`src/bmal_pkg.sv`:
```
/*
 * Package for the battery measure and alert block: register addresses,
 * field positions, reset values, timing counts and shared types.
 * Assumes a byte-wide register port driven by the serial bus front end.
 */
package bmal_pkg;
    // ==========================================================
    // Clock and timing
    localparam int CLK_MHZ = 250;
    localparam int CUR_PERIOD_MS = 88;
    localparam int VOLT_PERIOD_US = 3400;
    localparam int TEMP_PERIOD_MS = 220;
    localparam int DQ_LOW_MS = 2000;
    localparam int CUR_PERIOD_CYC = CUR_PERIOD_MS * 1000 * CLK_MHZ;
    localparam int VOLT_PERIOD_CYC = VOLT_PERIOD_US * CLK_MHZ;
    localparam int TEMP_PERIOD_CYC = TEMP_PERIOD_MS * 1000 * CLK_MHZ;
    localparam int DQ_LOW_CYC = DQ_LOW_MS * 1000 * CLK_MHZ;
    localparam int CUR_AVG_N = 128;
    localparam int CUR_AVG_LOG2 = 7;

    // ==========================================================
    // Register addresses
    localparam logic [7:0] ADDR_STATUS = 8'h01;
    localparam logic [7:0] ADDR_SPECIAL = 8'h08;
    localparam logic [7:0] ADDR_VOLT_MSB = 8'h0c;
    localparam logic [7:0] ADDR_VOLT_LSB = 8'h0d;
    localparam logic [7:0] ADDR_CUR_MSB = 8'h0e;
    localparam logic [7:0] ADDR_CUR_LSB = 8'h0f;
    localparam logic [7:0] ADDR_ACC_MSB = 8'h10;
    localparam logic [7:0] ADDR_ACC_LSB = 8'h11;
    localparam logic [7:0] ADDR_TEMP_MSB = 8'h18;
    localparam logic [7:0] ADDR_TEMP_LSB = 8'h19;
    localparam logic [7:0] ADDR_OFFSET_TRIM = 8'h33;
    localparam logic [7:0] ADDR_ACC_HI_MSB = 8'h80;
    localparam logic [7:0] ADDR_ACC_HI_LSB = 8'h81;
    localparam logic [7:0] ADDR_ACC_LO_MSB = 8'h82;
    localparam logic [7:0] ADDR_ACC_LO_LSB = 8'h83;
    localparam logic [7:0] ADDR_TEMP_HI = 8'h84;
    localparam logic [7:0] ADDR_TEMP_LO = 8'h85;

    // ==========================================================
    // Field positions and reset values
    localparam int STAT_IE_BIT = 2;
    localparam int STAT_PACK_SLEEP_ALLOW_BIT = 5;
    localparam int SPEC_PIO_BIT = 6;
    localparam int SPEC_PS_BIT = 7;
    localparam logic [7:0] STATUS_RST = 8'h00;
    localparam logic [7:0] OFFSET_TRIM_RST = 8'h00;
    localparam logic [15:0] THRESH_RST = 16'h0000;
    localparam logic [7:0] TEMP_TH_RST = 8'h00;
    localparam logic [15:0] VOLT_MAX_CODE = 16'h7fe0;
    localparam logic signed [15:0] CUR_MAX = 16'sh7fff;
    localparam logic signed [15:0] CUR_MIN = -16'sh7fff - 16'sh0001;

    // ==========================================================
    // Shared types
    typedef enum logic {BMAL_ACTIVE, BMAL_SLEEP} bmal_mode_e;

    typedef struct packed {
        logic wr;
        logic rd;
        logic [7:0] addr;
        logic [7:0] wdata;
    } bmal_req_s;

    typedef struct packed {
        logic valid;
        logic signed [11:0] value;
    } bmal_sample_s;

    // Saturate a wide signed value into a 16-bit result
    function automatic logic [15:0] bmal_sat16(input logic signed [31:0] v);
        if (v > 32'sd32767) begin
            return 16'h7fff;
        end else if (v < -32'sd32768) begin
            return 16'h8000;
        end
        return v[15:0];
    endfunction
endpackage

```
`src/bmal_period.sv`:
```
/*
 * Free-running interval timer: one pulse every PERIOD cycles.
 * Assumes the enable stays high in active mode; a low holds it cleared.
 */
`timescale 1ns/1ps
`default_nettype none
module bmal_period import bmal_pkg::*; #(
    parameter int PERIOD = 4
) (
    input wire logic sys_clk,
    input wire logic reset_n,
    input wire logic run,
    output logic tick
);
    logic [31:0] cnt_q;

    always_ff @(posedge sys_clk or negedge reset_n) begin
        if (!reset_n) begin
            cnt_q <= 32'h0000_0000;
        end else if (!run || cnt_q == 32'(PERIOD - 1)) begin
            cnt_q <= 32'h0000_0000;
        end else begin
            cnt_q <= cnt_q + 32'h0000_0001;
        end
    end

    assign tick = run && (cnt_q == 32'(PERIOD - 1));
endmodule
`default_nettype wire

```
`src/bmal_cur_avg.sv`:
```
/*
 * Current averager: subtracts the offset trim from each 12-bit sense
 * sample, sums 128 of them and emits the sum over 8 (16 times the average), clamped to 16 bits.
 * Assumes samples arrive as single-cycle valid strobes.
 */
`timescale 1ns/1ps
`default_nettype none
module bmal_cur_avg import bmal_pkg::*; (
    input wire logic sys_clk,
    input wire logic reset_n,
    input wire bmal_sample_s sample,
    input wire logic [7:0] offset_trim,
    output logic [15:0] avg_q,
    output logic done_q
);
    logic signed [31:0] sum_q;
    logic [6:0] n_q;
    logic signed [31:0] corr;
    logic signed [31:0] total;

    // Trim applies per sample so reporting and accumulation both see it
    assign corr = 32'(sample.value) - 32'(signed'(offset_trim));
    assign total = sum_q + corr;

    always_ff @(posedge sys_clk or negedge reset_n) begin
        if (!reset_n) begin
            sum_q <= '0;
            n_q <= 7'h00;
            avg_q <= 16'h0000;
            done_q <= 1'b0;
        end else begin
            done_q <= 1'b0;
            if (sample.valid) begin
                n_q <= n_q + 7'h01;
                if (n_q == 7'(CUR_AVG_N - 1)) begin
                    // Sum of 128 samples scaled to a 16-bit result
                    avg_q <= bmal_sat16(total >>> (CUR_AVG_LOG2 - 4));
                    done_q <= 1'b1;
                    sum_q <= '0;
                end else begin
                    sum_q <= total;
                end
            end
        end
    end
endmodule
`default_nettype wire

```
`src/bmal_top.sv`:
```
/*
 * Measurement and alert logic of a battery monitor: result registers,
 * charge accumulator, threshold alarms on the shared pin, power switch.
 * Assumes the serial bus front end presents byte reads and writes on
 * req and that analog converters deliver signed samples with strobes.
 */
`timescale 1ns/1ps
`default_nettype none
module bmal_top import bmal_pkg::*; #(
    parameter int CUR_CYC = CUR_PERIOD_CYC,
    parameter int VOLT_CYC = VOLT_PERIOD_CYC,
    parameter int TEMP_CYC = TEMP_PERIOD_CYC,
    parameter int DQLOW_CYC = DQ_LOW_CYC,
    parameter int ACC_DIV = 4096
) (
    input wire logic sys_clk,
    input wire logic reset_n,
    input wire bmal_req_s req,
    output logic [7:0] rdata_q,
    input wire bmal_sample_s sense_diff_voltage,
    input wire bmal_sample_s volt_sample,
    input wire bmal_sample_s temp_sample,
    input wire logic bus_line_low,
    input wire logic sleep_req,
    input wire logic power_switch_in_n,
    input wire logic shared_io_pin_i,
    output logic shared_io_pin_o,
    output logic shared_io_pin_oe,
    output logic asleep_q,
    output logic discharge_on_q
);
    // ==========================================================
    // State
    bmal_mode_e mode_q;
    logic [7:0] status_q;
    logic pio_bit_q;
    logic ps_bit_q;
    logic [7:0] offset_trim_q;
    logic [15:0] cur_q;
    logic [15:0] volt_q;
    logic [15:0] temp_q;
    logic signed [15:0] acc_q;
    logic signed [31:0] acc_frac_q;
    logic [15:0] acc_hi_q;
    logic [15:0] acc_lo_q;
    logic [7:0] temp_hi_q;
    logic [7:0] temp_lo_q;
    logic [31:0] dq_cnt_q;
    logic dq_long_low;
    logic [7:0] latch_lsb_q;
    logic cur_tick, volt_tick, temp_tick;
    logic [15:0] cur_avg;
    logic cur_done;
    logic alarm_ie;
    logic alarm_cond;
    logic pio_release;
    logic active;

    assign active = (mode_q == BMAL_ACTIVE);
    assign alarm_ie = status_q[STAT_IE_BIT];

    // ==========================================================
    // Interval timers and current averager
    bmal_period #(.PERIOD(CUR_CYC)) u_cur_tmr (
        .sys_clk(sys_clk),
        .reset_n(reset_n),
        .run(active),
        .tick(cur_tick)
    );
    bmal_period #(.PERIOD(VOLT_CYC)) u_volt_tmr (
        .sys_clk(sys_clk),
        .reset_n(reset_n),
        .run(active),
        .tick(volt_tick)
    );
    bmal_period #(.PERIOD(TEMP_CYC)) u_temp_tmr (
        .sys_clk(sys_clk),
        .reset_n(reset_n),
        .run(active),
        .tick(temp_tick)
    );
    bmal_cur_avg u_avg (
        .sys_clk(sys_clk),
        .reset_n(reset_n),
        .sample(sense_diff_voltage),
        .offset_trim(offset_trim_q),
        .avg_q(cur_avg),
        .done_q(cur_done)
    );

    // ==========================================================
    // Result registers; the average held until the interval tick
    logic [15:0] cur_pend_q;
    always_ff @(posedge sys_clk or negedge reset_n) begin
        if (!reset_n) begin
            cur_pend_q <= 16'h0000;
            cur_q <= 16'h0000;
        end else begin
            if (cur_done) begin
                cur_pend_q <= cur_avg;
            end
            if (cur_tick) begin
                // Sign of the sense difference carries straight through
                cur_q <= cur_pend_q;
            end
        end
    end

    // Voltage code sits in bits 14:5 with bit 15 zero, never negative
    always_ff @(posedge sys_clk or negedge reset_n) begin
        if (!reset_n) begin
            volt_q <= 16'h0000;
        end else if (volt_tick) begin
            if (volt_sample.value[11] || volt_sample.value[10:0] > 11'h3ff)
            begin
                volt_q <= VOLT_MAX_CODE;
            end else begin
                volt_q <= {1'b0, volt_sample.value[9:0], 5'h00};
            end
        end
    end

    // Temperature code in bits 15:5, 0.125 degree per count
    always_ff @(posedge sys_clk or negedge reset_n) begin
        if (!reset_n) begin
            temp_q <= 16'h0000;
        end else if (temp_tick) begin
            temp_q <= {temp_sample.value[10:0], 5'h00};
        end
    end

    // ==========================================================
    // Charge accumulator: each averaged current is integrated into a
    // fraction; whole steps move the visible count. ACC_DIV sets the
    // ratio of current step to charge step per averaging interval.
    logic signed [31:0] frac_next;
    logic acc_wr_msb, acc_wr_lsb;
    assign acc_wr_msb = req.wr && req.addr == ADDR_ACC_MSB;
    assign acc_wr_lsb = req.wr && req.addr == ADDR_ACC_LSB;
    assign frac_next = acc_frac_q + 32'(signed'(cur_q));

    always_ff @(posedge sys_clk or negedge reset_n) begin
        if (!reset_n) begin
            acc_q <= 16'sh0000;
            acc_frac_q <= '0;
        end else if (acc_wr_msb || acc_wr_lsb) begin
            // Host value becomes the new starting point
            if (acc_wr_msb) begin
                acc_q[15:8] <= req.wdata;
            end else begin
                acc_q[7:0] <= req.wdata;
            end
            acc_frac_q <= '0;
        end else if (cur_tick && active) begin
            // Charging raises, discharging lowers
            if (frac_next >= 32'(ACC_DIV)) begin
                acc_q <= bmal_sat16(32'(acc_q) + 32'sd1);
                acc_frac_q <= frac_next - 32'(ACC_DIV);
            end else if (frac_next <= -32'(ACC_DIV)) begin
                acc_q <= bmal_sat16(32'(acc_q) - 32'sd1);
                acc_frac_q <= frac_next + 32'(ACC_DIV);
            end else begin
                acc_frac_q <= frac_next;
            end
        end
    end

    // ==========================================================
    // Settings: status, offset trim, thresholds
    always_ff @(posedge sys_clk or negedge reset_n) begin
        if (!reset_n) begin
            status_q <= STATUS_RST;
            offset_trim_q <= OFFSET_TRIM_RST;
            acc_hi_q <= THRESH_RST;
            acc_lo_q <= THRESH_RST;
            temp_hi_q <= TEMP_TH_RST;
            temp_lo_q <= TEMP_TH_RST;
        end else if (req.wr) begin
            case (req.addr)
                ADDR_STATUS: status_q <= req.wdata;
                ADDR_OFFSET_TRIM: offset_trim_q <= req.wdata;
                ADDR_ACC_HI_MSB: acc_hi_q[15:8] <= req.wdata;
                ADDR_ACC_HI_LSB: acc_hi_q[7:0] <= req.wdata;
                ADDR_ACC_LO_MSB: acc_lo_q[15:8] <= req.wdata;
                ADDR_ACC_LO_LSB: acc_lo_q[7:0] <= req.wdata;
                ADDR_TEMP_HI: temp_hi_q <= req.wdata;
                ADDR_TEMP_LO: temp_lo_q <= req.wdata;
                default: ;
            endcase
        end
    end

    // ==========================================================
    // Bus line low watchdog
    always_ff @(posedge sys_clk or negedge reset_n) begin
        if (!reset_n) begin
            dq_cnt_q <= 32'h0000_0000;
        end else if (!bus_line_low) begin
            dq_cnt_q <= 32'h0000_0000;
        end else if (dq_cnt_q != 32'(DQLOW_CYC)) begin
            dq_cnt_q <= dq_cnt_q + 32'h0000_0001;
        end
    end
    assign dq_long_low = (dq_cnt_q == 32'(DQLOW_CYC));

    // ==========================================================
    // Power mode and power switch
    always_ff @(posedge sys_clk or negedge reset_n) begin
        if (!reset_n) begin
            mode_q <= BMAL_ACTIVE;
            discharge_on_q <= 1'b1;
        end else begin
            case (mode_q)
                BMAL_ACTIVE: begin
                    if (sleep_req || (status_q[STAT_PACK_SLEEP_ALLOW_BIT] && dq_long_low))
                    begin
                        mode_q <= BMAL_SLEEP;
                        discharge_on_q <= 1'b0;
                    end
                end
                BMAL_SLEEP: begin
                    if (!power_switch_in_n) begin
                        mode_q <= BMAL_ACTIVE;
                        discharge_on_q <= 1'b1;
                    end
                end
                default: mode_q <= BMAL_ACTIVE;
            endcase
        end
    end
    assign asleep_q = (mode_q == BMAL_SLEEP);

    // Latch wins over the host writing 1 in the same cycle
    always_ff @(posedge sys_clk or negedge reset_n) begin
        if (!reset_n) begin
            ps_bit_q <= 1'b1;
        end else if (active && !power_switch_in_n) begin
            ps_bit_q <= 1'b0;
        end else if (req.wr && req.addr == ADDR_SPECIAL) begin
            ps_bit_q <= req.wdata[SPEC_PS_BIT];
        end
    end

    // ==========================================================
    // Shared pin: open-drain output or active-low alarm
    assign pio_release = asleep_q || dq_long_low;

    always_ff @(posedge sys_clk or negedge reset_n) begin
        if (!reset_n) begin
            pio_bit_q <= 1'b1;
        end else if (pio_release) begin
            pio_bit_q <= 1'b1;
        end else if (req.wr && req.addr == ADDR_SPECIAL) begin
            pio_bit_q <= req.wdata[SPEC_PIO_BIT];
        end
    end

    // Alarm is a level, recomputed every cycle: it holds while any
    // comparison is true and releases only when all four are false
    assign alarm_cond = (acc_q > signed'(acc_hi_q))
        || (acc_q < signed'(acc_lo_q))
        || (signed'(temp_q[15:8]) > signed'(temp_hi_q))
        || (signed'(temp_q[15:8]) <= signed'(temp_lo_q));

    assign shared_io_pin_o = 1'b0;
    always_ff @(posedge sys_clk or negedge reset_n) begin
        if (!reset_n) begin
            shared_io_pin_oe <= 1'b0;
        end else if (alarm_ie) begin
            shared_io_pin_oe <= alarm_cond;
        end else begin
            shared_io_pin_oe <= !pio_bit_q && !pio_release;
        end
    end

    // ==========================================================
    // Read data; low byte snapped when the high byte is read
    always_ff @(posedge sys_clk or negedge reset_n) begin
        if (!reset_n) begin
            rdata_q <= 8'h00;
            latch_lsb_q <= 8'h00;
        end else if (req.rd) begin
            case (req.addr)
                ADDR_STATUS: rdata_q <= status_q;
                ADDR_SPECIAL: rdata_q <= {ps_bit_q, shared_io_pin_i, 6'h00};
                ADDR_VOLT_MSB: begin
                    rdata_q <= volt_q[15:8];
                    latch_lsb_q <= volt_q[7:0];
                end
                ADDR_CUR_MSB: begin
                    rdata_q <= cur_q[15:8];
                    latch_lsb_q <= cur_q[7:0];
                end
                ADDR_ACC_MSB: begin
                    rdata_q <= acc_q[15:8];
                    latch_lsb_q <= acc_q[7:0];
                end
                ADDR_TEMP_MSB: begin
                    rdata_q <= temp_q[15:8];
                    latch_lsb_q <= temp_q[7:0];
                end
                ADDR_VOLT_LSB, ADDR_CUR_LSB, ADDR_ACC_LSB, ADDR_TEMP_LSB:
                    rdata_q <= latch_lsb_q;
                ADDR_OFFSET_TRIM: rdata_q <= offset_trim_q;
                ADDR_ACC_HI_MSB: rdata_q <= acc_hi_q[15:8];
                ADDR_ACC_HI_LSB: rdata_q <= acc_hi_q[7:0];
                ADDR_ACC_LO_MSB: rdata_q <= acc_lo_q[15:8];
                ADDR_ACC_LO_LSB: rdata_q <= acc_lo_q[7:0];
                ADDR_TEMP_HI: rdata_q <= temp_hi_q;
                ADDR_TEMP_LO: rdata_q <= temp_lo_q;
                default: rdata_q <= 8'h00;
            endcase
        end
    end
endmodule
`default_nettype wire

```
`config.mk`:
```
export PLATFORM = sky130hd
export DESIGN_NAME = bmal_top
export DESIGN_NICKNAME = d
export VERILOG_FILES = /design/src/bmal_pkg.sv /design/src/bmal_period.sv /design/src/bmal_cur_avg.sv /design/src/bmal_top.sv
export SDC_FILE = /design/constraint.sdc
export NUM_CORES = 1
export LEC_CHECK = 0
export BUFFER_PORTS_ARGS = -buffer_cell sky130_fd_sc_hd__buf_2
export CORE_UTILIZATION = 45
export DETAILED_ROUTE_END_ITERATION = 10
export SLEW_MARGIN = 20
export SYNTH_ARGS = -nofsm -noshare
export SYNTH_HDL_FRONTEND = slang
export SYNTH_HIERARCHICAL = 1
export SYNTH_SLANG_ARGS = --single-unit
```
`constraint.sdc`:
```
create_clock -name sys_clk -period 5.73 [get_ports sys_clk]
set_input_delay 1.146 -clock sys_clk [delete_from_list [all_inputs] [get_ports sys_clk]]
set_output_delay 1.146 -clock sys_clk [all_outputs]
set_load 0.02 [all_outputs]
```
---- Yosys cells after proc, flatten, opt, wreduce, memory -nomap -nowiden ----
Cells that the tools add are included.
cells by class
  reductions and logical operators ........ 42
  add/sub/neg operators ................... 12
  $lt $le $gt $ge ......................... 13
  bitwise gates (word level) .............. 1
  eq/ne operators ......................... 28
  mux-type cells .......................... 56
operators with widths
  kind                                                                                   number
  32-bit 2-to-1 mux                                                                      10
  16-bit 2-to-1 mux                                                                      13
  32-bit by 1-bit adder with 32-bit output, second input constant                        4
  8-bit one-hot mux with 14 select lines                                                 1
  8-bit equality test, second input constant                                             6
  8-bit by 4-bit equality test with 1-bit output, second input constant                  5
  17-bit by 16-bit greater-than comparator with 1-bit output, second input constant      2
  17-bit by 16-bit less-than comparator with 1-bit output, second input constant         2
  32-bit by 13-bit adder with 32-bit output                                              1
  32-bit by 14-bit adder with 32-bit output, second input constant                       1
  32-bit by 16-bit adder with 32-bit output                                              1
  32-bit by 20-bit equality test with 1-bit output, second input constant                1
  32-bit by 25-bit equality test with 1-bit output, second input constant                1
  32-bit by 26-bit equality test with 1-bit output, second input constant                1
  32-bit by 29-bit equality test with 1-bit output, second input constant                1
  8-bit by 5-bit equality test with 1-bit output, second input constant                  4
  32-bit by 14-bit greater-or-equal comparator with 1-bit output, second input constant  1
  32-bit by 13-bit less-or-equal comparator with 1-bit output, second input constant     1
  32-bit by 29-bit inequality test with 1-bit output, second input constant              1
  8-bit one-hot mux with 4 select lines                                                  1
  32-bit by 14-bit subtractor with 32-bit output, second input constant                  1
  29-bit by 16-bit greater-than comparator with 1-bit output, second input constant      1
  29-bit by 16-bit less-than comparator with 1-bit output, second input constant         1
  1-bit 2-to-1 mux                                                                       26
  other kinds (27)                                                                       65
word-level totals
  register bits ........................... 376
  word-level logic and storage cells ...... 182

---- Logic depth before layout (Yosys ltp) ----
Gate-level depths: netlist of the first run.
  depth after elaboration ................. 13
  depth in mapped cells ................... 17
  depth with buffers taken out ............ 16

---- Cells and area by module ----
The synthesis of the first run kept the hierarchy.
modules (own cells, without submodules)
  module                    cells an instance  area each (µm²)  seq. area each (µm²)  instances
  bmal_top                  1,646              15,159.5         5,459.0               1
  bmal_cur_avg              671                5,685.5          1,401.3               1
  bmal_period (u_cur_tmr)   192                1,779.2          800.8                 1
  bmal_period (u_volt_tmr)  184                1,687.9          800.8                 1
  bmal_period (u_temp_tmr)  183                1,685.4          800.8                 1

---- Worst setup path after synthesis of the first run ----
Ideal clock, no wire load.
  path kind ............................... input to register
  start point ............................. in sense_diff_voltage[11] in the netlist's numbering
  end point ............................... reg u_avg.avg_q[10]
  required time ........................... 5,589 ps
  path slack .............................. 635 ps
  arrival time ............................ 4,954 ps
  stages on the path ...................... 15
  library setup time ...................... 141 ps
  path buffers ............................ 2
  cells stage by stage .................... inv_1 fa_1 inv_1 ha_1 buf_6 a211oi_2 o21bai_2 a221oi_2 o21ai_2 or3_1 a22oi_2 nand4_2 buf_6 a2111oi_2 o221ai_1
between the ends
  longest elaborated chain between the ends .. 8
  elaborated cells on any way between the ends .. 10
  those cells by class .................... 2 x add/sub; 2 x order compare; 6 x mux
ends and longest elaborated chain
  what                                                     RTL line            RTL
  start, declared                                          bmal_top.sv:20      input wire bmal_sample_s sense_diff_voltage,
  12-bit by 8-bit subtractor with 13-bit output *          bmal_cur_avg.sv:22  assign corr = 32'(sample.value) - 32'(signed'(offset_trim));
  32-bit by 13-bit adder with 32-bit output *              bmal_cur_avg.sv:23  assign total = sum_q + corr;
  29-bit by 16-bit less-than comparator with 1-bit output  bmal_pkg.sv:75      end else if (v < -32'sd32768) begin
  1-bit 2-to-1 mux                                         bmal_pkg.sv:75
  1-bit 2-to-1 mux                                         bmal_pkg.sv:73      if (v > 32'sd32767) begin
  1-bit 2-to-1 mux                                         bmal_cur_avg.sv:35  if (n_q == 7'(CUR_AVG_N - 1)) begin
  1-bit 2-to-1 mux                                         bmal_cur_avg.sv:33  if (sample.valid) begin
  16-bit 2-to-1 mux *                                      bmal_pkg.sv:78      return v[15:0];
  end signal, assigned                                     bmal_cur_avg.sv:37  avg_q <= bmal_sat16(total >>> (CUR_AVG_LOG2 - 4));
  end, declared                                            bmal_cur_avg.sv:13  output logic [15:0] avg_q,
Mark *: on every way between the ends. The rest lies on a longest branch, timed or not. The select of a mux whose other input is x is not followed.
A chain may end at the register's enable or synchronous reset.

---- Worst setup path after layout of the first run ----
  start point ............................. reg cur_q[0]
  end point ............................... reg acc_q[7]
between the ends
  longest elaborated chain between the ends .. 5
  elaborated cells on any way between the ends .. 8
  those cells by class .................... 1 x add/sub; 2 x order compare; 3 x mux; 2 x reduce/logical
ends and longest elaborated chain
  what                                                            RTL line         RTL
  start, declared                                                 bmal_top.sv:39   logic [15:0] cur_q;
  start signal, assigned                                          bmal_top.sv:104  cur_q <= cur_pend_q;
  32-bit by 16-bit adder with 32-bit output *                     bmal_top.sv:140  assign frac_next = acc_frac_q + 32'(signed'(cur_q));
  32-bit by 14-bit greater-or-equal comparator with 1-bit output  bmal_top.sv:156  if (frac_next >= 32'(ACC_DIV)) begin
  16-bit 2-to-1 mux                                               bmal_top.sv:156
  16-bit 2-to-1 mux                                               bmal_top.sv:154  end else if (cur_tick && active) begin
  16-bit 2-to-1 mux                                               bmal_top.sv:146  end else if (acc_wr_msb || acc_wr_lsb) begin
  end signal, assigned                                            bmal_top.sv:151  acc_q[7:0] <= req.wdata;
  end signal, assigned                                            bmal_top.sv:157  acc_q <= bmal_sat16(32'(acc_q) + 32'sd1);
  end signal, assigned                                            bmal_top.sv:160  acc_q <= bmal_sat16(32'(acc_q) - 32'sd1);
  end, declared                                                   bmal_top.sv:42   logic signed [15:0] acc_q;
Marks and branches as above.

==> results of run 1 <==
layout make-up:
| cell class | instances | area (µm²) |
|---|---|---|
| inverter | 209 | 785 |
| clock buffer | 68 | 1360 |
| tap | 756 | 946 |
| sequential | 370 | 9270 |
| multi-input combinational | 2164 | 15300 |
| fill | 5348 | 28200 |
| timing repair buffer | 109 | 678 |
| clock inverter | 14 | 183 |
registers in the layout, indices dropped and copies added, names as in the netlist, 32 cells and up:
register          flops
acc_frac_q           32
dq_cnt_q             32
u_avg/sum_q          32
u_cur_tmr/cnt_q      32
u_temp_tmr/cnt_q     32
u_volt_tmr/cnt_q     32
cells in the mapped netlist, types with 49 or more instances:
cell type | number | area share
inv_1 | 209 | 0.030
nand2_1 | 266 | 0.038
xor2_1 | 69 | 0.023
nor2_1 | 195 | 0.028
a21oi_1 | 172 | 0.033
nand4_1 | 85 | 0.020
mux2_2 | 103 | 0.045
dfrtp_1 | 367 | 0.35
and2_1 | 59 | 0.014
xnor2_1 | 91 | 0.031
clkbuf_1 | 77 | 0.011
and3_1 | 49 | 0.012
nand3_1 | 114 | 0.022
ha_1 | 124 | 0.060
o21ai_0 | 112 | 0.022
nor3_1 | 56 | 0.011
through the flow:
stage | hold slack [ns] | util | setup slack, ns | area (µm²)
6_report | 0.456 | 0.503 | 0.677 | 28600
5_1_grt | 0.474 | 0.503 | 0.370 | 28600
4_1_cts | 0.459 | 0.503 | 0.734 | 28500
3_5_place_dp | 0.452 | 0.476 | 0.286 | 27000
3_3_place_gp | 0.445 | 0.476 | 0.378 | 27000
2_1_floorplan | 0.430 | - | 0.635 | 26000
critical path, delay by kind of cell (launching register included):
kind            cells  cell delay [ns]
compound gates      4             1.53
xor+xnor            1             0.49
fa+ha+maj           3             1.07
flops               1             0.43
simple gates        6             1.44
per-layer routing:
layer  share of wire  GRT usage  vias to the layer above  routed length, µm
met2            0.47      0.405                      631              34000
met1            0.46      0.348                    11000              33400
met5               0          0                        -                  0
li1                -          -                    10500                  -
met4           0.024     0.0635                        0               1720
met3           0.054     0.0354                      118               3950
layout by cell type (no fill, tap or decap), types with 15 or more instances in the layout:
cell type	n
a211oi_1	16
a21o_1	41
a21oi_1	172
a22o_1	15
a22oi_1	25
a31oi_1	17
and2_1	59
and3_1	49
and4_1	23
buf_2	69
buf_4	37
clkbuf_16	47
dfrtp_1	366
fa_1	32
ha_1	124
inv_1	209
mux2_2	103
mux2i_1	26
nand2_1	266
nand3_1	114
nand4_1	85
nor2_1	195
nor3_1	55
nor4_1	31
o21ai_0	111
o21ai_1	20
o221ai_1	21
o22ai_1	34
o31ai_1	16
or3_1	42
or4_1	20
xnor2_1	91
xor2_1	69
cells by family after synthesis:
group,Yosys count,share of synthesized area
other,1,0.000144
buffers and inverters,342,0.0552
multiplexers,130,0.0550
AO/OA/AOI/OAI,676,0.184
AND/OR/NAND/NOR,1039,0.210
XOR/XNOR,162,0.0552
adder cells (fa/ha/maj),156,0.0843
flip-flops,370,0.356
power by group:
part           switching [mW]  internal, mW  total, mW
Clock                    1.16          1.81       2.97
Combinational            2.51          1.38       3.89
Sequential              0.145          2.82       2.97
worst paths after layout:
path	endpoint	cells past startpoint
worst max-delay path	acc_q[7]	14
worst min-delay path	u_cur_tmr/cnt_q[0]	1
worst max register to register	acc_q[7]	14
worst min register to register	u_cur_tmr/cnt_q[0]	1
max in group asynchronous	offset_trim_q[7]	2
min in group asynchronous	acc_hi_q[6]	1
==> out/qor.txt, run 1 <==
peak supply drop = 390 µV
Mapped Cells = 2876
Hold Violations, Final = 0
nets@finish = 3118
starting density of the core = 0.458
Die H = 242 µm
Post-DRT Antenna Nets = 0
maxcap violations = 0
crit share post-route = 0.882
total grt overflow = 0
Power Total = 9.82 mW
Mapped Area = 0.0260 mm²
Ys Warns = 6
TNS Setup = 0 ns
largest net degree at the start of global routing = 127
number of synthesized flops with an enable pin = 0
vias in the first global route = 21800
max-slew violation count = 0
CTS Hold Buffers Added = 0
LEAKAGE = 12.6 nW
RSZ-0062 raised after global routing = false
Mapped Nets = 3095
Setup crit start = cur_q[0]
critical path class = reg2reg
CP Capture Type = flop
placed insts = 3608
Synth cell types = 129
min Tclk post-route = 5.05 ns
cell breakdown of the critical path = ha_1 > fa_1 > a21o_1 > a221o_2 > a211oi_4 > xor2_1 > ha_1 > nor3b_1 > and3_1 > nand4_4 > o211ai_4 > nor2_1 > and3b_1 > nor3_2
TritonCTS Buffers = 45
Placer Congestion = 0.922
CP max stage cell = o211ai_4
DRC = 0
# Post-CTS Setup Buffers = 0
Power Dens Cells = 344 mW/mm²
Tightest Hold Check Type = reg2reg
dpl hpwl = 53100 µm
delay of the slowest cell on the worst path = 0.51 ns
routed wire length per instance = 19.8 µm
sequential-to-total area share from yosys stat = 0.356
Slew HR = 0.351
Std-Cell Rows = 87
asr flop ratio synth = 1.00
die area = 0.0587 mm²
Avg Cell Area, Syn = 9.04 µm²
First-pass DRT Iterations = 5
routed via count = 22200
Reg clk slew, reported paths = 0.06 ns
drt via density = 6.03
ys flop type = dfrtp_1
clock skew = 0.0205 ns
CTS Sinks = 370
proportion of layout cells with a drive suffix above 1 = 0.131
cts repair resizes = 0
maximum clock frequency = 198 MHz
Tightest Pin Transition = 0.971 ns
Non-Filler Instances = 3690
Port Buffer Count = 70
worst r2r src = cur_q[0]
Worst-Skew Late Latency = 0.59 ns
hold_sp = u_cur_tmr/cnt_q[0]
most used cell along the critical path = ha_1
GRT Util Overall = 0.249
r2r setup slk = 0.68 ns
CTS H-tree depth = 2
DIE WIDTH = 242 µm
initial antenna violation count = 0
Routed WL = 73100 µm
Initial DRC Count = 1645
Ports = 75
CTS tree = built
# diodes = 0
status = finished, final reports clean
number of synthesized register bits = 370
Layout area overhead = 9.84%
Core Region = 0.0567 mm²
CP Launch Type = flop
CP arrival = 5.55 ns
critical path required time = 6.23 ns
CP Max Fanout = 12
root buffer cell = clkbuf_16
CTS max path bufs = 3
# setup viols final = 0
first-pass GRT wire length = 120000 µm
Note: power is estimated with default switching activity, not from simulation.
==> run 2: changes to the inputs <==
--- a/config.mk
+++ b/config.mk
@@ -8,6 +8,7 @@
 export BUFFER_PORTS_ARGS = -buffer_cell sky130_fd_sc_hd__buf_2
 export CORE_UTILIZATION = 45
 export DETAILED_ROUTE_END_ITERATION = 10
+export MAX_ROUTING_LAYER = met4
 export SLEW_MARGIN = 20
 export SYNTH_ARGS = -nofsm -noshare
 export SYNTH_HDL_FRONTEND = slang
==> run 2 against run 1 <==
  * Final cell count stayed put
  * Die area unchanged
  * Critical path depth unchanged
  * Largest power group unchanged
  * Critical endpoint unchanged
  * First-iteration DRC count up 12%
  * Final area down 0.15%
  * Fmax down 3.9%
  * Non-clock buffer count stayed put
  * Hold slack better by 0.0045 ns
==> out/qor.txt, run 2 (same netlist as run 1, synthesis figures left out) <==
DRC = 0 (unchanged)
root buffer cell = clkbuf_16 (unchanged)
# setup viols final = 0 (unchanged)
peak supply drop = 314 µV (was 390 µV)
drt via density = 6.03 (about the same)
Worst-Skew Late Latency = 0.58 ns (was 0.59 ns)
Tightest Pin Transition = 1.13 ns (was 0.971 ns)
CTS max path bufs = 3 (unchanged)
cts repair resizes = 0 (unchanged)
Non-Filler Instances = 3690 (unchanged)
most common cell after layout, fill and taps aside = dfrtp_1 (unchanged)
min Tclk post-route = 5.26 ns (was 5.05 ns)
Initial DRC Count = 1839 (was 1645)
Hold Violations, Final = 0 (unchanged)
CP Max Fanout = 17 (was 12)
post-route cell area = 0.0285 mm² (was 0.0286 mm²)
max-slew violation count = 0 (unchanged)
Placer Congestion = 0.914 (was 0.922)
CTS Hold Buffers Added = 0 (unchanged)
Worst R2R Path Depth = 14 (unchanged)
Post-Place Cell Area = 0.0270 mm² (unchanged)
critical path class = reg2reg (unchanged)
total grt overflow = 0 (unchanged)
CTS H-tree depth = 2 (unchanged)
Power Total = 9.74 mW (was 9.82 mW)
combinational share of power = 0.400 (was 0.396)
First-pass DRT Iterations = 5 (unchanged)
nets@finish = 3117 (was 3118)
Port Buffer Count = 70 (unchanged)
critical path required time = 6.23 ns (about the same)
Power Dens Cells = 342 mW/mm² (was 344 mW/mm²)
clock skew = 0.0203 ns (was 0.0205 ns)
r2r setup slk = 0.47 ns (was 0.68 ns)
CTS Sinks = 370 (unchanged)
die area = 0.0587 mm² (unchanged)
Util after Layout = 0.503 (about the same)
Slew HR = 0.239 (was 0.351)
maximum clock frequency = 190 MHz (was 198 MHz)
Tightest Hold Check Type = reg2reg (unchanged)
hold path cells = 2 (was 1)
maxcap violations = 0 (unchanged)
DIE WIDTH = 242 µm (unchanged)
hold_sp = discharge_on_q (was u_cur_tmr/cnt_q[0])
switching power = 3.84 mW (was 3.82 mW)
Hold Path End = discharge_on_q (was u_cur_tmr/cnt_q[0])
status = finished, final reports clean (unchanged)
# Post-CTS Setup Buffers = 0 (unchanged)
Std-Cell Rows = 87 (unchanged)
Ports = 75 (unchanged)
worst r2r src = cur_q[15] (was cur_q[0])
Core Region = 0.0567 mm² (unchanged)
largest net degree at the start of global routing = 116 (was 127)
Reg clk slew, reported paths = 0.06 ns (about the same)
TritonCTS Buffers = 44 (was 45)
sequential power share = 0.305 (was 0.302)
CTS tree = built (unchanged)
first-pass GRT wire length = 120000 µm (unchanged)
RSZ-0062 raised after global routing = false (unchanged)
# diodes = 0 (unchanged)
LEAKAGE = 12.6 nW (about the same)
Routed WL = 73700 µm (was 73100 µm)
Die H = 242 µm (unchanged)
Sw Share = 0.394 (was 0.389)
GRT Util Overall = 0.257 (was 0.249)
routed wire length per instance = 20.0 µm (was 19.8 µm)
worst reg2reg endpoint = acc_q[7] (unchanged)
vias in the first global route = 21600 (was 21800)
CP Launch Type = flop (unchanged)
initial antenna violation count = 1 (was 0)
proportion of layout cells with a drive suffix above 1 = 0.132 (was 0.131)
dpl hpwl = 53300 µm (was 53100 µm)
crit share post-route = 0.918 (was 0.882)
routed via count = 22300 (was 22200)
CP Capture Type = flop (unchanged)
most frequent cells in the layout = 366 x dfrtp_1, 266 x nand2_1, 209 x inv_1 (unchanged)
placed insts = 3608 (unchanged)
starting density of the core = 0.458 (unchanged)
TNS Setup = 0 ns (unchanged)
CP arrival = 5.76 ns (was 5.55 ns)
Int Pwr = 5.90 mW (was 6.01 mW)
Layout area overhead = 9.67% (was 9.84%)
Clock Power Share = 0.295 (was 0.302)
Post-DRT Antenna Nets = 0 (unchanged)
==> run 2: final cells by class <==
| type | instances | area, µm² |
|---|---|---|
| repair buffers | 109 | 678 |
| inverters | 209 | 785 |
| flip-flops and latches | 370 | 9260 |
| well taps | 756 | 946 |
| multi-input cells | 2164 | 15300 |
| clock inverters | 19 | 170 |
| fillers | 5248 | 28200 |
| clock buffers | 63 | 1330 |
==> run 2: power groups by stage <==
stage	Combinational (mW)	Clock (mW)	Sequential (mW)
floorplan	2.99	0	2.95
finish	3.90	2.88	2.97
CTS	3.87	2.94	2.97
global placement	3.76	0	3.01
detailed placement	3.85	0	3.01
global route	4.35	3.04	2.99
==> run 2: worst max-delay path, stage by stage (launching register included) <==
cell	delay [ns]
dfrtp_1	0.88
ha_1	0.46
a21oi_2	0.30
o21ai_1	0.21
a311o_1	0.39
a221oi_1	0.36
buf_4	0.22
nand2_1	0.07
xor2_1	0.24
nor2_1	0.47
nand4_4	0.39
o211ai_4	0.60
nor2_1	0.21
and3b_1	0.23
nor3_2	0.14
==> run 2: worst max path at each step <==
stage | startpoint | endpoint | cells after the start
2_1_floorplan | sense_diff_voltage[11] | u_avg/avg_q[10] | 15
3_5_place_dp | sense_diff_voltage[11] | u_avg/avg_q[6] | 15
3_3_place_gp | sense_diff_voltage[11] | u_avg/avg_q[5] | 15
4_1_cts | cur_q[15] | acc_q[7] | 14
6_report | cur_q[15] | acc_q[7] | 14
5_1_grt | cur_q[15] | acc_q[7] | 14
==> run 2: stage by stage <==
stage | setup slack [ns] | hold slack (ns)
6_report | 0.472 | 0.461
5_1_grt | 0.276 | 0.500
4_1_cts | 0.628 | 0.464
3_5_place_dp | 0.266 | 0.457
3_3_place_gp | 0.373 | 0.445
2_1_floorplan | 0.635 | 0.430
==> run 2: routing by layer <==
metal,part of all wire,global-route usage
met3,0.052,0.0265
met1,0.46,0.353
met5,0,-
met2,0.47,0.405
met4,0.020,0.0629
==> run 3: changes to the inputs <==
--- a/config.mk
+++ b/config.mk
@@ -5,10 +5,12 @@
 export SDC_FILE = /design/constraint.sdc
 export NUM_CORES = 1
 export LEC_CHECK = 0
+export ABC_AREA = 1
 export BUFFER_PORTS_ARGS = -buffer_cell sky130_fd_sc_hd__buf_2
 export CORE_UTILIZATION = 45
 export DETAILED_ROUTE_END_ITERATION = 10
 export MAX_ROUTING_LAYER = met4
+export SETUP_SLACK_MARGIN = 0.05
 export SLEW_MARGIN = 20
 export SYNTH_ARGS = -nofsm -noshare
 export SYNTH_HDL_FRONTEND = slang
==> run 3 against run 2 <==
  * Routed wire length increased by 9.0%
  * Setup slack improved by 0.70 ns
  * Critical path depth increased by 8
  * Non-clock buffer count decreased by 22
  * Global-route usage increased by 0.84 points
  * Die area increased by 7.9%
  * Area after synthesis increased by 8.0%
  * Clock-buffer cell count decreased by 1
  * Fmax increased by 15%
==> out/qor.txt, run 3 <==
GRT Util Overall = 0.265 (was 0.257)
LEAKAGE = 15.5 nW (was 12.6 nW)
Sw Share = 0.403 (was 0.394)
compound-gate portion of the synthesized area = 0.0902 (was 0.184)
largest family of logic cells by synthesized area = simple AND/OR/NAND/NOR gates (unchanged)
Post-DRT Antenna Nets = 0 (unchanged)
CTS Sinks = 370 (unchanged)
placed insts = 4982 (was 3608)
proportion of layout cells with a drive suffix above 1 = 0.0887 (was 0.132)
peak supply drop = 376 µV (was 314 µV)
routed wire length per instance = 15.8 µm (was 20.0 µm)
Power Dens Cells = 335 mW/mm² (was 342 mW/mm²)
most frequent cells in the layout = 1280 x nand2_1, 650 x inv_1, 484 x nor2_1 (was 366 x dfrtp_1, 266 x nand2_1, 209 x inv_1)
drt via density = 5.09 (was 6.03)
Synth Area in XOR/XNOR = 0.0346 (was 0.0552)
Layout area overhead = 9.82% (was 9.67%)
CP Capture Type = flop (unchanged)
switching power = 4.16 mW (was 3.84 mW)
Synth top cells by count = 1280 x nand2_1, 650 x inv_1, 487 x nor2_1 (was 367 x dfrtp_1, 266 x nand2_1, 209 x inv_1)
area occupied by multi-input gates = 0.0159 mm² (was 0.0153 mm²)
Initial DRC Count = 2092 (was 1839)
initial antenna violation count = 2 (was 1)
CP arrival = 5.10 ns (was 5.76 ns)
Die H = 252 µm (was 242 µm)
TNS Setup = 0 ns (unchanged)
asr flop ratio synth = 1.00 (unchanged)
most frequent cell after synthesis = nand2_1 (was dfrtp_1)
Reg clk slew, reported paths = 0.06 ns (about the same)
highest metal used = met4 (unchanged)
Power Total = 10.3 mW (was 9.74 mW)
starting density of the core = 0.455 (was 0.458)
die area = 0.0634 mm² (was 0.0587 mm²)
CTS H-tree depth = 2 (unchanged)
number of synthesized flops with an enable pin = 0 (unchanged)
Hold Violations, Final = 0 (unchanged)
maximum clock frequency = 219 MHz (was 190 MHz)
setup slack after layout = 1.17 ns (was 0.472 ns)
sequential-to-total area share from yosys stat = 0.330 (was 0.356)
synth top area cells = dfrtp_1 33%, nand2_1 17%, inv_1 8.7% (was dfrtp_1 35%, ha_1 6.0%, mux2_2 4.5%)
Ports = 75 (unchanged)
CP Max Fanout = 31 (was 17)
Mapped Area = 0.0281 mm² (was 0.0260 mm²)
number of synthesized register bits = 370 (unchanged)
critical path required time = 6.27 ns (was 6.23 ns)
critical path class = reg2reg (unchanged)
sequential power share = 0.298 (was 0.305)
Worst-Skew Late Latency = 0.61 ns (was 0.58 ns)
vias in the first global route = 24200 (was 21600)
# setup viols final = 0 (unchanged)
CTS Hold Buffers Added = 0 (unchanged)
Port Buffer Count = 70 (unchanged)
maxcap violations = 0 (unchanged)
cts repair resizes = 0 (unchanged)
crit share post-route = 0.795 (was 0.918)
DRC = 0 (unchanged)
Util after Layout = 0.500 (was 0.503)
clock skew = 0.0163 ns (was 0.0203 ns)
post-synth top area share = 0.327 (was 0.353)
Placer Congestion = 0.960 (was 0.914)
first-pass GRT wire length = 130000 µm (was 120000 µm)
Place WS = 0.959 ns (was 0.266 ns)
total grt overflow = 0 (unchanged)
CP Launch Type = flop (unchanged)
Clock Power Share = 0.300 (was 0.295)
root buffer cell = clkbuf_16 (unchanged)
multiplexer area fraction after synthesis = 0.00883 (was 0.0550)
DIE WIDTH = 252 µm (was 242 µm)
max-slew violation count = 0 (unchanged)
Yosys top cell by area = dfrtp_1 (unchanged)
largest net degree at the start of global routing = 112 (was 116)
Mapped Nets = 4353 (was 3095)
simple-gate share of the synthesized area = 0.353 (was 0.210)
Post-Synth Adder-Cell Area = 0.0781 (was 0.0843)
Avg Cell Area, Syn = 6.79 µm² (was 9.04 µm²)
Std-Cell Rows = 91 (was 87)
Int Pwr = 6.17 mW (was 5.90 mW)
RSZ-0062 raised after global routing = false (unchanged)
Synth cell types = 68 (was 129)
Fill cells = 6416 (was 5248)
Routed WL = 80300 µm (was 73700 µm)
WL met2 = 34700 µm (was 34500 µm)
Mapped Cells = 4134 (was 2876)
Reg area = 0.00926 mm² (unchanged)
combinational share of power = 0.401 (was 0.400)
most common cell after layout, fill and taps aside = nand2_1 (was dfrtp_1)
Core Region = 0.0617 mm² (was 0.0567 mm²)
TritonCTS Buffers = 46 (was 44)
min Tclk post-route = 4.56 ns (was 5.26 ns)
dpl hpwl = 61000 µm (was 53300 µm)
First-pass DRT Iterations = 6 (was 5)
Slew HR = 0.207 (was 0.239)
met1 wire length = 39000 µm (was 33800 µm)
ys flop type = dfrtp_1 (unchanged)
# Post-CTS Setup Buffers = 0 (unchanged)
nets@finish = 4412 (was 3117)
status = finished, final reports clean (unchanged)
Non-Filler Instances = 5069 (was 3690)
CTS max path bufs = 3 (unchanged)
Tightest Hold Check Type = reg2reg (unchanged)
Tightest Pin Transition = 1.18 ns (was 1.13 ns)
met3 WL = 4610 µm (was 3830 µm)
routed via count = 25800 (was 22300)
Ys Warns = 6 (unchanged)
CTS tree = built (unchanged)
## run 3: metrics by stage
step / instance area, µm² / hold slack [ns]
floorplan: 28100 / 0.448
global placement: 29200 / 0.460
detailed placement: 29200 / 0.468
CTS: 30800 / 0.482
global route: 30800 / 0.502
finish: 30800 / 0.474
## run 3: final timing paths
path	start	endpoint	slack [ns]	cells after the start
hold / removal	cur_pend_q[0]	cur_q[0]	0.47	2
setup reg to reg	cur_q[0]	acc_q[3]	1.17	22
max in group asynchronous	reset_n	acc_lo_q[2]	3.96	2
hold reg to reg	cur_pend_q[0]	cur_q[0]	0.47	2
setup / recovery	cur_q[0]	acc_q[3]	1.17	22
min in group asynchronous	reset_n	acc_frac_q[25]	0.57	1
## run 3: power groups by stage
stage          sequential, mW  combinational [mW]  clock (mW)
3_5_place_dp             3.13                4.11           0
2_1_floorplan            3.08                3.14           0
4_1_cts                  3.08                4.13        3.19
6_report                 3.08                4.15        3.10
5_1_grt                  3.12                4.72        3.28
3_3_place_gp             3.12                4.09           0
## run 3: critical path, cell delays in order, from the launching register on
cell and delay, ns:
dfrtp_1 0.39, ha_1 0.28, fa_1 0.49, nand2_1 0.10, nand2_1 0.09, nand3_2 0.10, nand2_2 0.08, nand2_1 0.06
nand2_1 0.09, xor2_1 0.50, ha_1 0.25, inv_1 0.04, nor2_1 0.15, nand2_1 0.08, nor2_1 0.13, nand4_2 0.13
nand2_2 0.43, nand2_4 0.36, nand3_4 0.22, nand2_4 0.08, nor2_4 0.25, nand2_1 0.10, nand2_1 0.07
## run 3: cells by family after synthesis
logic type | after synthesis
AOI/OAI and AO/OA | 422
xor gates and xnor gates | 110
adders and majority gates | 156
buffers and inverters | 748
DFF | 370
muxes | 22
other | 1
and+or+nand+nor | 2305
## run 3: per-layer routing
| metal | vias up | global-route usage |
|---|---|---|
| li1 | 13200 | - |
| met1 | 11900 | 0.377 |
| met2 | 592 | 0.394 |
| met3 | 125 | 0.0367 |
| met4 | 0 | 0.0700 |
| met5 | - | - |
## run 3: final cells by class
type | instances | share of cell area
inverter | 672 | 0.0818
sequential | 370 | 0.301
multi-input combinational | 3016 | 0.515
antenna | 2 | 0.000162
clock inverter | 23 | 0.0108
tap | 837 | 0.0340
timing repair buffer | 87 | 0.0166
clock buffer | 62 | 0.0416
